--- config.mk ---
export PLATFORM = sky130hd
export DESIGN_NAME = twsx_core
export DESIGN_NICKNAME = d
export VERILOG_FILES = /design/src/verilog/twsx_pkg.sv /design/src/verilog/twsx_hold_mem.sv /design/src/verilog/twsx_core.sv
export SDC_FILE = /design/constraint.sdc
export NUM_CORES = 1
export LEC_CHECK = 0
export BUFFER_PORTS_ARGS = -buffer_cell sky130_fd_sc_hd__buf_2
export CAP_MARGIN = 5
export CELL_PAD_IN_SITES_DETAIL_PLACEMENT = 1
export CELL_PAD_IN_SITES_GLOBAL_PLACEMENT = 1
export CORE_ASPECT_RATIO = 0.75
export CORE_MARGIN = 2
export CORE_UTILIZATION = 44
export DETAILED_ROUTE_END_ITERATION = 16
export GPL_TIMING_DRIVEN = 1
export PLACE_DENSITY = 0.86
export SKIP_LAST_GASP = 1
export SLEW_MARGIN = 20
export SYNTH_ARGS = -nofsm -noshare
export SYNTH_HDL_FRONTEND = slang
export SYNTH_SLANG_ARGS = --single-unit
--- constraint.sdc ---
create_clock -name clk_sys -period 3 [get_ports clk_sys]
set_input_delay 0.15 -clock clk_sys [delete_from_list [all_inputs] [get_ports clk_sys]]
set_output_delay 0.15 -clock clk_sys [all_outputs]
set_load 0.02 [all_outputs]
--- src/verilog/twsx_pkg.sv ---
// shared types and constants for the table-write / test-skip / xor executor
package twsx_pkg;
  localparam int TWSX_PTR_W = 21;
  localparam int TWSX_HOLD_N = 8;
  localparam int TWSX_HOLD_AW = 3;
  localparam int TWSX_ADDR_W = 12;

  // opcode patterns
  localparam logic [13:0] TWSX_OP_TABLE_WRITE_OP = 14'h0003;
  localparam logic [6:0] TWSX_OP_TEST_REG_SKIP_IF_NULL = 7'h33;
  localparam logic [7:0] TWSX_OP_XOR_LITERAL_ACCUM = 8'h0A;
  localparam logic [7:0] TWSX_IDX_MAX = 8'h5F;

  // instruction word field positions
  localparam int TWSX_MODE_LSB = 0;
  localparam int TWSX_ABIT = 8;
  localparam int TWSX_TBL_OP_LSB = 2;
  localparam int TWSX_TST_OP_LSB = 9;
  localparam int TWSX_XOR_OP_LSB = 8;

  // table pointer update modes
  localparam logic [1:0] TWSX_TW_KEEP = 2'h0;
  localparam logic [1:0] TWSX_TW_POSTINC = 2'h1;
  localparam logic [1:0] TWSX_TW_POSTDEC = 2'h2;
  localparam logic [1:0] TWSX_TW_PREINC = 2'h3;

  // extra busy cycles after the accepting cycle
  localparam logic [1:0] TWSX_XTRA_NONE = 2'h0;
  localparam logic [1:0] TWSX_XTRA_ONE = 2'h1;
  localparam logic [1:0] TWSX_XTRA_TWO = 2'h2;

  localparam logic [TWSX_PTR_W-1:0] TWSX_PTR_ONE = 21'h000001;
  localparam logic [TWSX_PTR_W-1:0] TWSX_PTR_RST = 21'h000000;
  localparam logic [7:0] TWSX_ACC_RST = 8'h00;
  localparam logic [7:0] TWSX_BYTE_ZERO = 8'h00;

  typedef enum logic [1:0] {
    TWSX_AM_ACCESS,
    TWSX_AM_BANKED,
    TWSX_AM_INDEXED
  } twsx_amode_t;

  typedef enum {
    TWSX_ST_READY,
    TWSX_ST_BUSY
  } twsx_st_t;

  typedef struct packed {
    logic en;
    logic [TWSX_HOLD_AW-1:0] addr;
    logic [7:0] data;
  } twsx_hwr_t;

  typedef struct packed {
    twsx_amode_t mode;
    logic [TWSX_ADDR_W-1:0] addr;
  } twsx_fsel_t;

  typedef struct packed {
    logic neg;
    logic zero;
  } twsx_flags_t;
endpackage : twsx_pkg

--- src/verilog/twsx_hold_mem.sv ---
// eight-byte holding register file with registered read port
module twsx_hold_mem
  import twsx_pkg::*;
(
  input wire logic clk_sys,
  input wire logic rst_n,
  input twsx_hwr_t wr,
  input wire logic [TWSX_HOLD_AW-1:0] rd_addr,
  output logic [7:0] rd_data
);
  typedef struct packed {
    logic [TWSX_HOLD_N-1:0][7:0] mem;
    logic [7:0] rdat;
  } twsx_mem_st_t;

  twsx_mem_st_t st_ff;
  twsx_mem_st_t nxt_st;

  always_comb
  begin
    nxt_st = st_ff;
    if (wr.en)
    begin
      nxt_st.mem[wr.addr] = wr.data;
    end
    nxt_st.rdat = st_ff.mem[rd_addr];
  end

  always_ff @(posedge clk_sys or negedge rst_n)
  begin
    if (!rst_n)
    begin
      st_ff <= '0;
    end
    else
    begin
      st_ff <= nxt_st;
    end
  end

  assign rd_data = st_ff.rdat;
endmodule : twsx_hold_mem

--- src/verilog/twsx_core.sv ---
// executor for table write, test-and-skip-if-zero and xor-literal
module twsx_core
  import twsx_pkg::*;
(
  input wire logic clk_sys,
  input wire logic rst_n,
  input wire logic instr_valid,
  input wire logic [15:0] instr_word,
  input wire logic next_two_word,
  input wire logic [7:0] file_rd_data,
  input wire logic ext_enable,
  input wire logic [3:0] bank_pointer_reg,
  input wire logic [TWSX_ADDR_W-1:0] index_base,
  input wire logic [7:0] table_latch,
  input wire logic tptr_load,
  input wire logic [TWSX_PTR_W-1:0] tptr_load_val,
  input wire logic accum_load,
  input wire logic [7:0] accum_load_val,
  input wire logic [TWSX_HOLD_AW-1:0] hold_rd_addr,
  output logic ready,
  output logic [TWSX_PTR_W-1:0] table_pointer,
  output logic [7:0] accum,
  output twsx_flags_t flags,
  output logic skip_pulse,
  output twsx_fsel_t file_sel,
  output logic hold_wr_pulse,
  output logic [TWSX_HOLD_AW-1:0] hold_wr_idx,
  output logic hold_hi_byte,
  output logic [7:0] hold_rd_data
);
  typedef struct packed {
    twsx_st_t st;
    logic [1:0] xtra;
    logic ready;
    logic [TWSX_PTR_W-1:0] tptr;
    logic [7:0] accum;
    twsx_flags_t flags;
    logic skip;
    twsx_fsel_t fsel;
    logic tw_pend;
    twsx_hwr_t hwr;
    logic hi_byte;
  } twsx_core_st_t;

  twsx_core_st_t st_ff;
  twsx_core_st_t nxt_st;

  logic take;
  logic is_table_write_op;
  logic is_tst;
  logic is_xor;
  logic [1:0] tw_mode;
  logic [7:0] fld;
  logic abit;
  logic [TWSX_PTR_W-1:0] tw_addr;
  logic [7:0] xres;

  // offers made while busy are simply not taken
  assign take = instr_valid && st_ff.ready;
  assign is_table_write_op =
    (instr_word[15:TWSX_TBL_OP_LSB] == TWSX_OP_TABLE_WRITE_OP);
  assign is_tst =
    (instr_word[15:TWSX_TST_OP_LSB] == TWSX_OP_TEST_REG_SKIP_IF_NULL);
  assign is_xor =
    (instr_word[15:TWSX_XOR_OP_LSB] == TWSX_OP_XOR_LITERAL_ACCUM);
  assign tw_mode = instr_word[TWSX_MODE_LSB +: 2];
  assign fld = instr_word[7:0];
  assign abit = instr_word[TWSX_ABIT];
  // pre-increment writes through the already advanced pointer
  assign tw_addr = (tw_mode == TWSX_TW_PREINC) ?
    st_ff.tptr + TWSX_PTR_ONE : st_ff.tptr;
  assign xres = st_ff.accum ^ fld;

  always_comb
  begin
    nxt_st = st_ff;
    nxt_st.skip = 1'b0;
    nxt_st.hwr.en = 1'b0;
    if (tptr_load)
    begin
      nxt_st.tptr = tptr_load_val;
    end
    if (accum_load)
    begin
      nxt_st.accum = accum_load_val;
    end
    case (st_ff.st)
      TWSX_ST_READY:
      begin
        if (take && is_table_write_op)
        begin
          // byte captured now, write pulse raised in the third cycle, on the same edge that ready returns
          nxt_st.hwr.addr = tw_addr[TWSX_HOLD_AW-1:0];
          nxt_st.hwr.data = table_latch;
          nxt_st.hi_byte = tw_addr[0];
          nxt_st.tw_pend = 1'b1;
          // pointer update wins over a same-edge pointer load
          case (tw_mode)
            TWSX_TW_KEEP: nxt_st.tptr = st_ff.tptr;
            TWSX_TW_POSTINC: nxt_st.tptr = st_ff.tptr + TWSX_PTR_ONE;
            TWSX_TW_POSTDEC: nxt_st.tptr = st_ff.tptr - TWSX_PTR_ONE;
            TWSX_TW_PREINC: nxt_st.tptr = st_ff.tptr + TWSX_PTR_ONE;
            default: nxt_st.tptr = st_ff.tptr;
          endcase
          nxt_st.xtra = TWSX_XTRA_ONE;
          nxt_st.ready = 1'b0;
          nxt_st.st = TWSX_ST_BUSY;
        end
        else if (take && is_tst)
        begin
          if (!abit && ext_enable && fld <= TWSX_IDX_MAX)
          begin
            nxt_st.fsel.mode = TWSX_AM_INDEXED;
            nxt_st.fsel.addr = index_base + {4'h0, fld};
          end
          else if (!abit)
          begin
            nxt_st.fsel.mode = TWSX_AM_ACCESS;
            nxt_st.fsel.addr = {4'h0, fld};
          end
          else
          begin
            // bank pointer supplies the upper address nibble
            nxt_st.fsel.mode = TWSX_AM_BANKED;
            nxt_st.fsel.addr = {bank_pointer_reg, fld};
          end
          // flags deliberately untouched on both outcomes
          if (file_rd_data == TWSX_BYTE_ZERO)
          begin
            nxt_st.skip = 1'b1;
            nxt_st.xtra = next_two_word ?
              TWSX_XTRA_TWO : TWSX_XTRA_ONE;
            nxt_st.ready = 1'b0;
            nxt_st.st = TWSX_ST_BUSY;
          end
        end
        else if (take && is_xor)
        begin
          // load port loses to the instruction's own writeback
          nxt_st.accum = xres;
          nxt_st.flags.neg = xres[7];
          nxt_st.flags.zero = (xres == TWSX_BYTE_ZERO);
        end
        // any other word is taken and leaves all state alone
      end
      TWSX_ST_BUSY:
      begin
        if (st_ff.tw_pend)
        begin
          nxt_st.hwr.en = 1'b1;
          nxt_st.tw_pend = 1'b0;
        end
        // count down the extra cycles still owed
        nxt_st.xtra = st_ff.xtra - TWSX_XTRA_ONE;
        if (st_ff.xtra == TWSX_XTRA_ONE)
        begin
          nxt_st.ready = 1'b1;
          nxt_st.st = TWSX_ST_READY;
        end
      end
      default:
      begin
        nxt_st.st = TWSX_ST_READY;
        nxt_st.ready = 1'b1;
      end
    endcase
  end

  always_ff @(posedge clk_sys or negedge rst_n)
  begin
    if (!rst_n)
    begin
      st_ff <= '{
        st: TWSX_ST_READY,
        xtra: TWSX_XTRA_NONE,
        ready: 1'b1,
        tptr: TWSX_PTR_RST,
        accum: TWSX_ACC_RST,
        flags: '0,
        skip: 1'b0,
        fsel: '{mode: TWSX_AM_ACCESS, addr: '0},
        tw_pend: 1'b0,
        hwr: '0,
        hi_byte: 1'b0
      };
    end
    else
    begin
      st_ff <= nxt_st;
    end
  end

  // read port runs apart from writes, one cycle behind its address
  twsx_hold_mem u_hold
  (
    .clk_sys(clk_sys),
    .rst_n(rst_n),
    .wr(st_ff.hwr),
    .rd_addr(hold_rd_addr),
    .rd_data(hold_rd_data)
  );

  assign ready = st_ff.ready;
  assign table_pointer = st_ff.tptr;
  assign accum = st_ff.accum;
  assign flags = st_ff.flags;
  assign skip_pulse = st_ff.skip;
  assign file_sel = st_ff.fsel;
  assign hold_wr_pulse = st_ff.hwr.en;
  assign hold_wr_idx = st_ff.hwr.addr;
  assign hold_hi_byte = st_ff.hi_byte;
endmodule : twsx_core

==> impl_metrics.json <==
{
  "synth_edf_count": 0,
  "drc": 0,
  "antenna_found_initial": 1,
  "die_h_um": 119,
  "cp.required_ps": 3300,
  "p_seq_frac": 0.412,
  "sw_frac_of_total": 0.274,
  "internal_power_mw": 3.47,
  "outcome": "completed",
  "yosysSeqAreaShare": 0.436,
  "initial_core_util": 0.455,
  "wl_per_cell_um": 21.0,
  "cp.arrival_ps": 2820,
  "die_w_um": 157,
  "hp-class": "input port to flop",
  "max-cap-violations": 0,
  "cts_tree": "built",
  "synthFlopType": "dfrtp_1",
  "ys_warn_count": 0,
  "worst_pin_slew_ps": 1160,
  "cts_sinks": 135,
  "core-area_mm2": 0.0170,
  "worstPathMaxFanout": 5,
  "clockBufferDepth": 2,
  "endpoint_kind": "flop",
  "final_cell_mix": "buf_2 (145), dfrtp_1 (134), mux2_2 (75), nand2_1 (72), o21ai_0 (39)",
  "post_cts_buffers": 0,
  "synth_seq_cells": 135,
  "syn_nets": 835,
  "grt_pass1_vias": 6771,
  "slew-limit-headroom": 0.225,
  "boundaryPins": 147,
  "rows": 41,
  "drive_above_1_share": 0.354,
  "ir_drop_mv": 0.302,
  "overflow": 0,
  "dr.pass1.iters": 6,
  "detailedRoute.firstIterationViolations": 327,
  "slew_violations": 0,
  "cellLeakagePower_nw": 4.37,
  "rr_startpoint": "table_pointer[0]$_DFFE_PN0P_",
  "p_per_area_mw_per_mm2": 522,
  "critPathKind": "flop to flop",
  "grt_usage": 0.256,
  "clockPowerShare": 0.461,
  "power.total_mw": 4.78,
  "die_area_mm2": 0.0187,
  "portBuffers": 146,
  "min_period_over_period": 0.840,
  "async_flop_share": 1.00,
  "htreeDepth": 4,
  "fin_crit_ps": 2520,
  "cts_inserted_buffers": 17,
  "place_congestion": 0.819,
  "layout_commonest_cell": "buf_2",
  "synth_cells": 736,
  "fmaxAchievable_ghz": 0.397,
  "fin_setup_tns_ps": 0,
  "hp-start": "tptr_load_val[4]",
  "root_buffer": "clkbuf_16",
  "reg2reg_setup_slack_ps": 480,
  "drt-total-wl_mm": 23.0,
  "finalClockSkew_ps": 8.58,
  "vias_per_cell": 5.79,
  "syn_area_mm2": 0.00775,
  "clk_latency_ps": 420,
  "n_fill_cell": 1910,
  "netlist-cell-type-count": 71,
  "power.switching_mw": 1.31,
  "p_comb_frac": 0.127,
  "antenna_cells": 0,
  "grt_pass1_wl_mm": 37.1,
  "setup_viol": 0,
  "vias": 6340,
  "ant_nets": 0,
  "startpoint": "table_pointer[0]$_DFFE_PN0P_",
  "start_kind": "flop",
  "path_clk_slew_ps": 60,
  "rsz0062_at_grt": "false",
  "grt_max_degree": 94,
  "area_growth_pct": 18.2,
  "hold_viol_final": 0,
  "avgSynthCellArea_um2": 10.5,
  "dp_hpwl_mm": 15.5,
  "nets": 945
}
state kept, by name, indices dropped and copies added, names as in the netlist:
| signal | flops |
|---|---|
| u_hold.st_ff | 64 |
| table_pointer | 21 |
| file_sel | 14 |
| st_ff | 12 |
| accum | 8 |
| u_hold.rd_data | 8 |
| hold_wr_idx | 3 |
| flags | 2 |
| hold_wr_pulse | 1 |
| ready | 1 |
| skip_pulse | 1 |
layer usage:
metal | vias up | wire, µm | track usage
met5 | - | 13 | 0
met4 | 2 | 384 | 0.0744
met3 | 29 | 1170 | 0.0637
met2 | 204 | 11100 | 0.418
met1 | 3225 | 10400 | 0.337
li1 | 2880 | - | -
critical path, cell delays in order, from the launching register on:
cell	delay [ps]
dfrtp_1	430
inv_1	180
ha_1	250
or4b_4	510
nor3_2	300
a31oi_1	180
and3_1	200
or3_1	350
worst paths after layout:
kind | depth (start not counted) | to
worst max-delay path | 7 | table_pointer[8]$_DFFE_PN0P_
worst min-delay path | 3 | table_pointer[4]$_DFFE_PN0P_
worst max register to register | 7 | table_pointer[8]$_DFFE_PN0P_
worst min register to register | 2 | file_sel[0]$_DFFE_PN0P_
max in group asynchronous | 3 | u_hold.st_ff[23]$_DFFE_PN0P_
min in group asynchronous | 2 | table_pointer[15]$_DFFE_PN0P_
power groups by stage:
stage | Sequential, mW | Combinational (mW) | Clock (mW)
after global placement | 2.00 | 0.560 | 0
after floorplan | 1.96 | 0.439 | 0
after global routing | 1.98 | 0.661 | 2.33
after CTS | 1.97 | 0.606 | 2.23
after detailed placement | 2.00 | 0.574 | 0
final | 1.97 | 0.606 | 2.21
through the flow:
stage / setup WS, ps / hold slack [ps] / util / area (µm²) / instances
after global routing: 401 / 0.0298 / 0.538 / 9160 / 1095
after global placement: 615 / 104 / 0.488 / 8310 / 1039
after floorplan: 825 / -146 / - / 7750 / 736
final: 481 / 1.57 / 0.538 / 9160 / 1095
after CTS: 496 / 0.511 / 0.538 / 9160 / 1095
after detailed placement: 554 / 106 / 0.488 / 8310 / 1039
synth_stat cells, types with 6 or more instances:
cell / instances / area share
nand3_1: 24 / 0.015
nand4_1: 13 / 0.010
nor3_1: 11 / 0.0071
o21ai_0: 39 / 0.025
o22ai_1: 11 / 0.0089
and3_1: 7 / 0.0056
a21oi_1: 32 / 0.021
clkbuf_1: 20 / 0.0097
o21a_1: 7 / 0.0068
mux2i_1: 9 / 0.012
inv_1: 16 / 0.0077
dfrtp_1: 134 / 0.43
buf_2: 9 / 0.0058
nor2_1: 27 / 0.013
or4_1: 9 / 0.0087
o211ai_1: 6 / 0.0058
ha_1: 11 / 0.018
a22oi_1: 6 / 0.0058
or3_1: 10 / 0.0081
mux4_2: 16 / 0.046
nand2_1: 72 / 0.035
mux2_2: 75 / 0.11
xnor2_1: 15 / 0.017
buf_4: 58 / 0.056
cell families after synthesis:
family / Yosys count / synth area share
compound gates: 143 / 0.121
xor+xnor: 17 / 0.0192
fa+ha+maj: 12 / 0.0203
buf+inv: 109 / 0.0843
flops: 135 / 0.436
mux: 100 / 0.167
simple gates: 220 / 0.152
final cells by class:
| cell class | instances | area [µm²] | area share |
|---|---|---|---|
| Multi-Input combinational cell | 492 | 3720 | 0.406 |
| Sequential cell | 135 | 3380 | 0.369 |
| Timing Repair Buffer | 183 | 1090 | 0.119 |
| Clock buffer | 20 | 447 | 0.0487 |
| Tap cell | 236 | 295 | 0.0322 |
| Clock inverter | 12 | 168 | 0.0183 |
| Inverter | 17 | 63.8 | 0.00696 |
timing repair:
item,4_1_cts,5_1_grt
endpoints found under the hold margin,63,0
setup endpoints to repair,0,0
resized for setup,0,0
hold buffers,24,0
No activity file was read; power rests on OpenSTA's default activity.
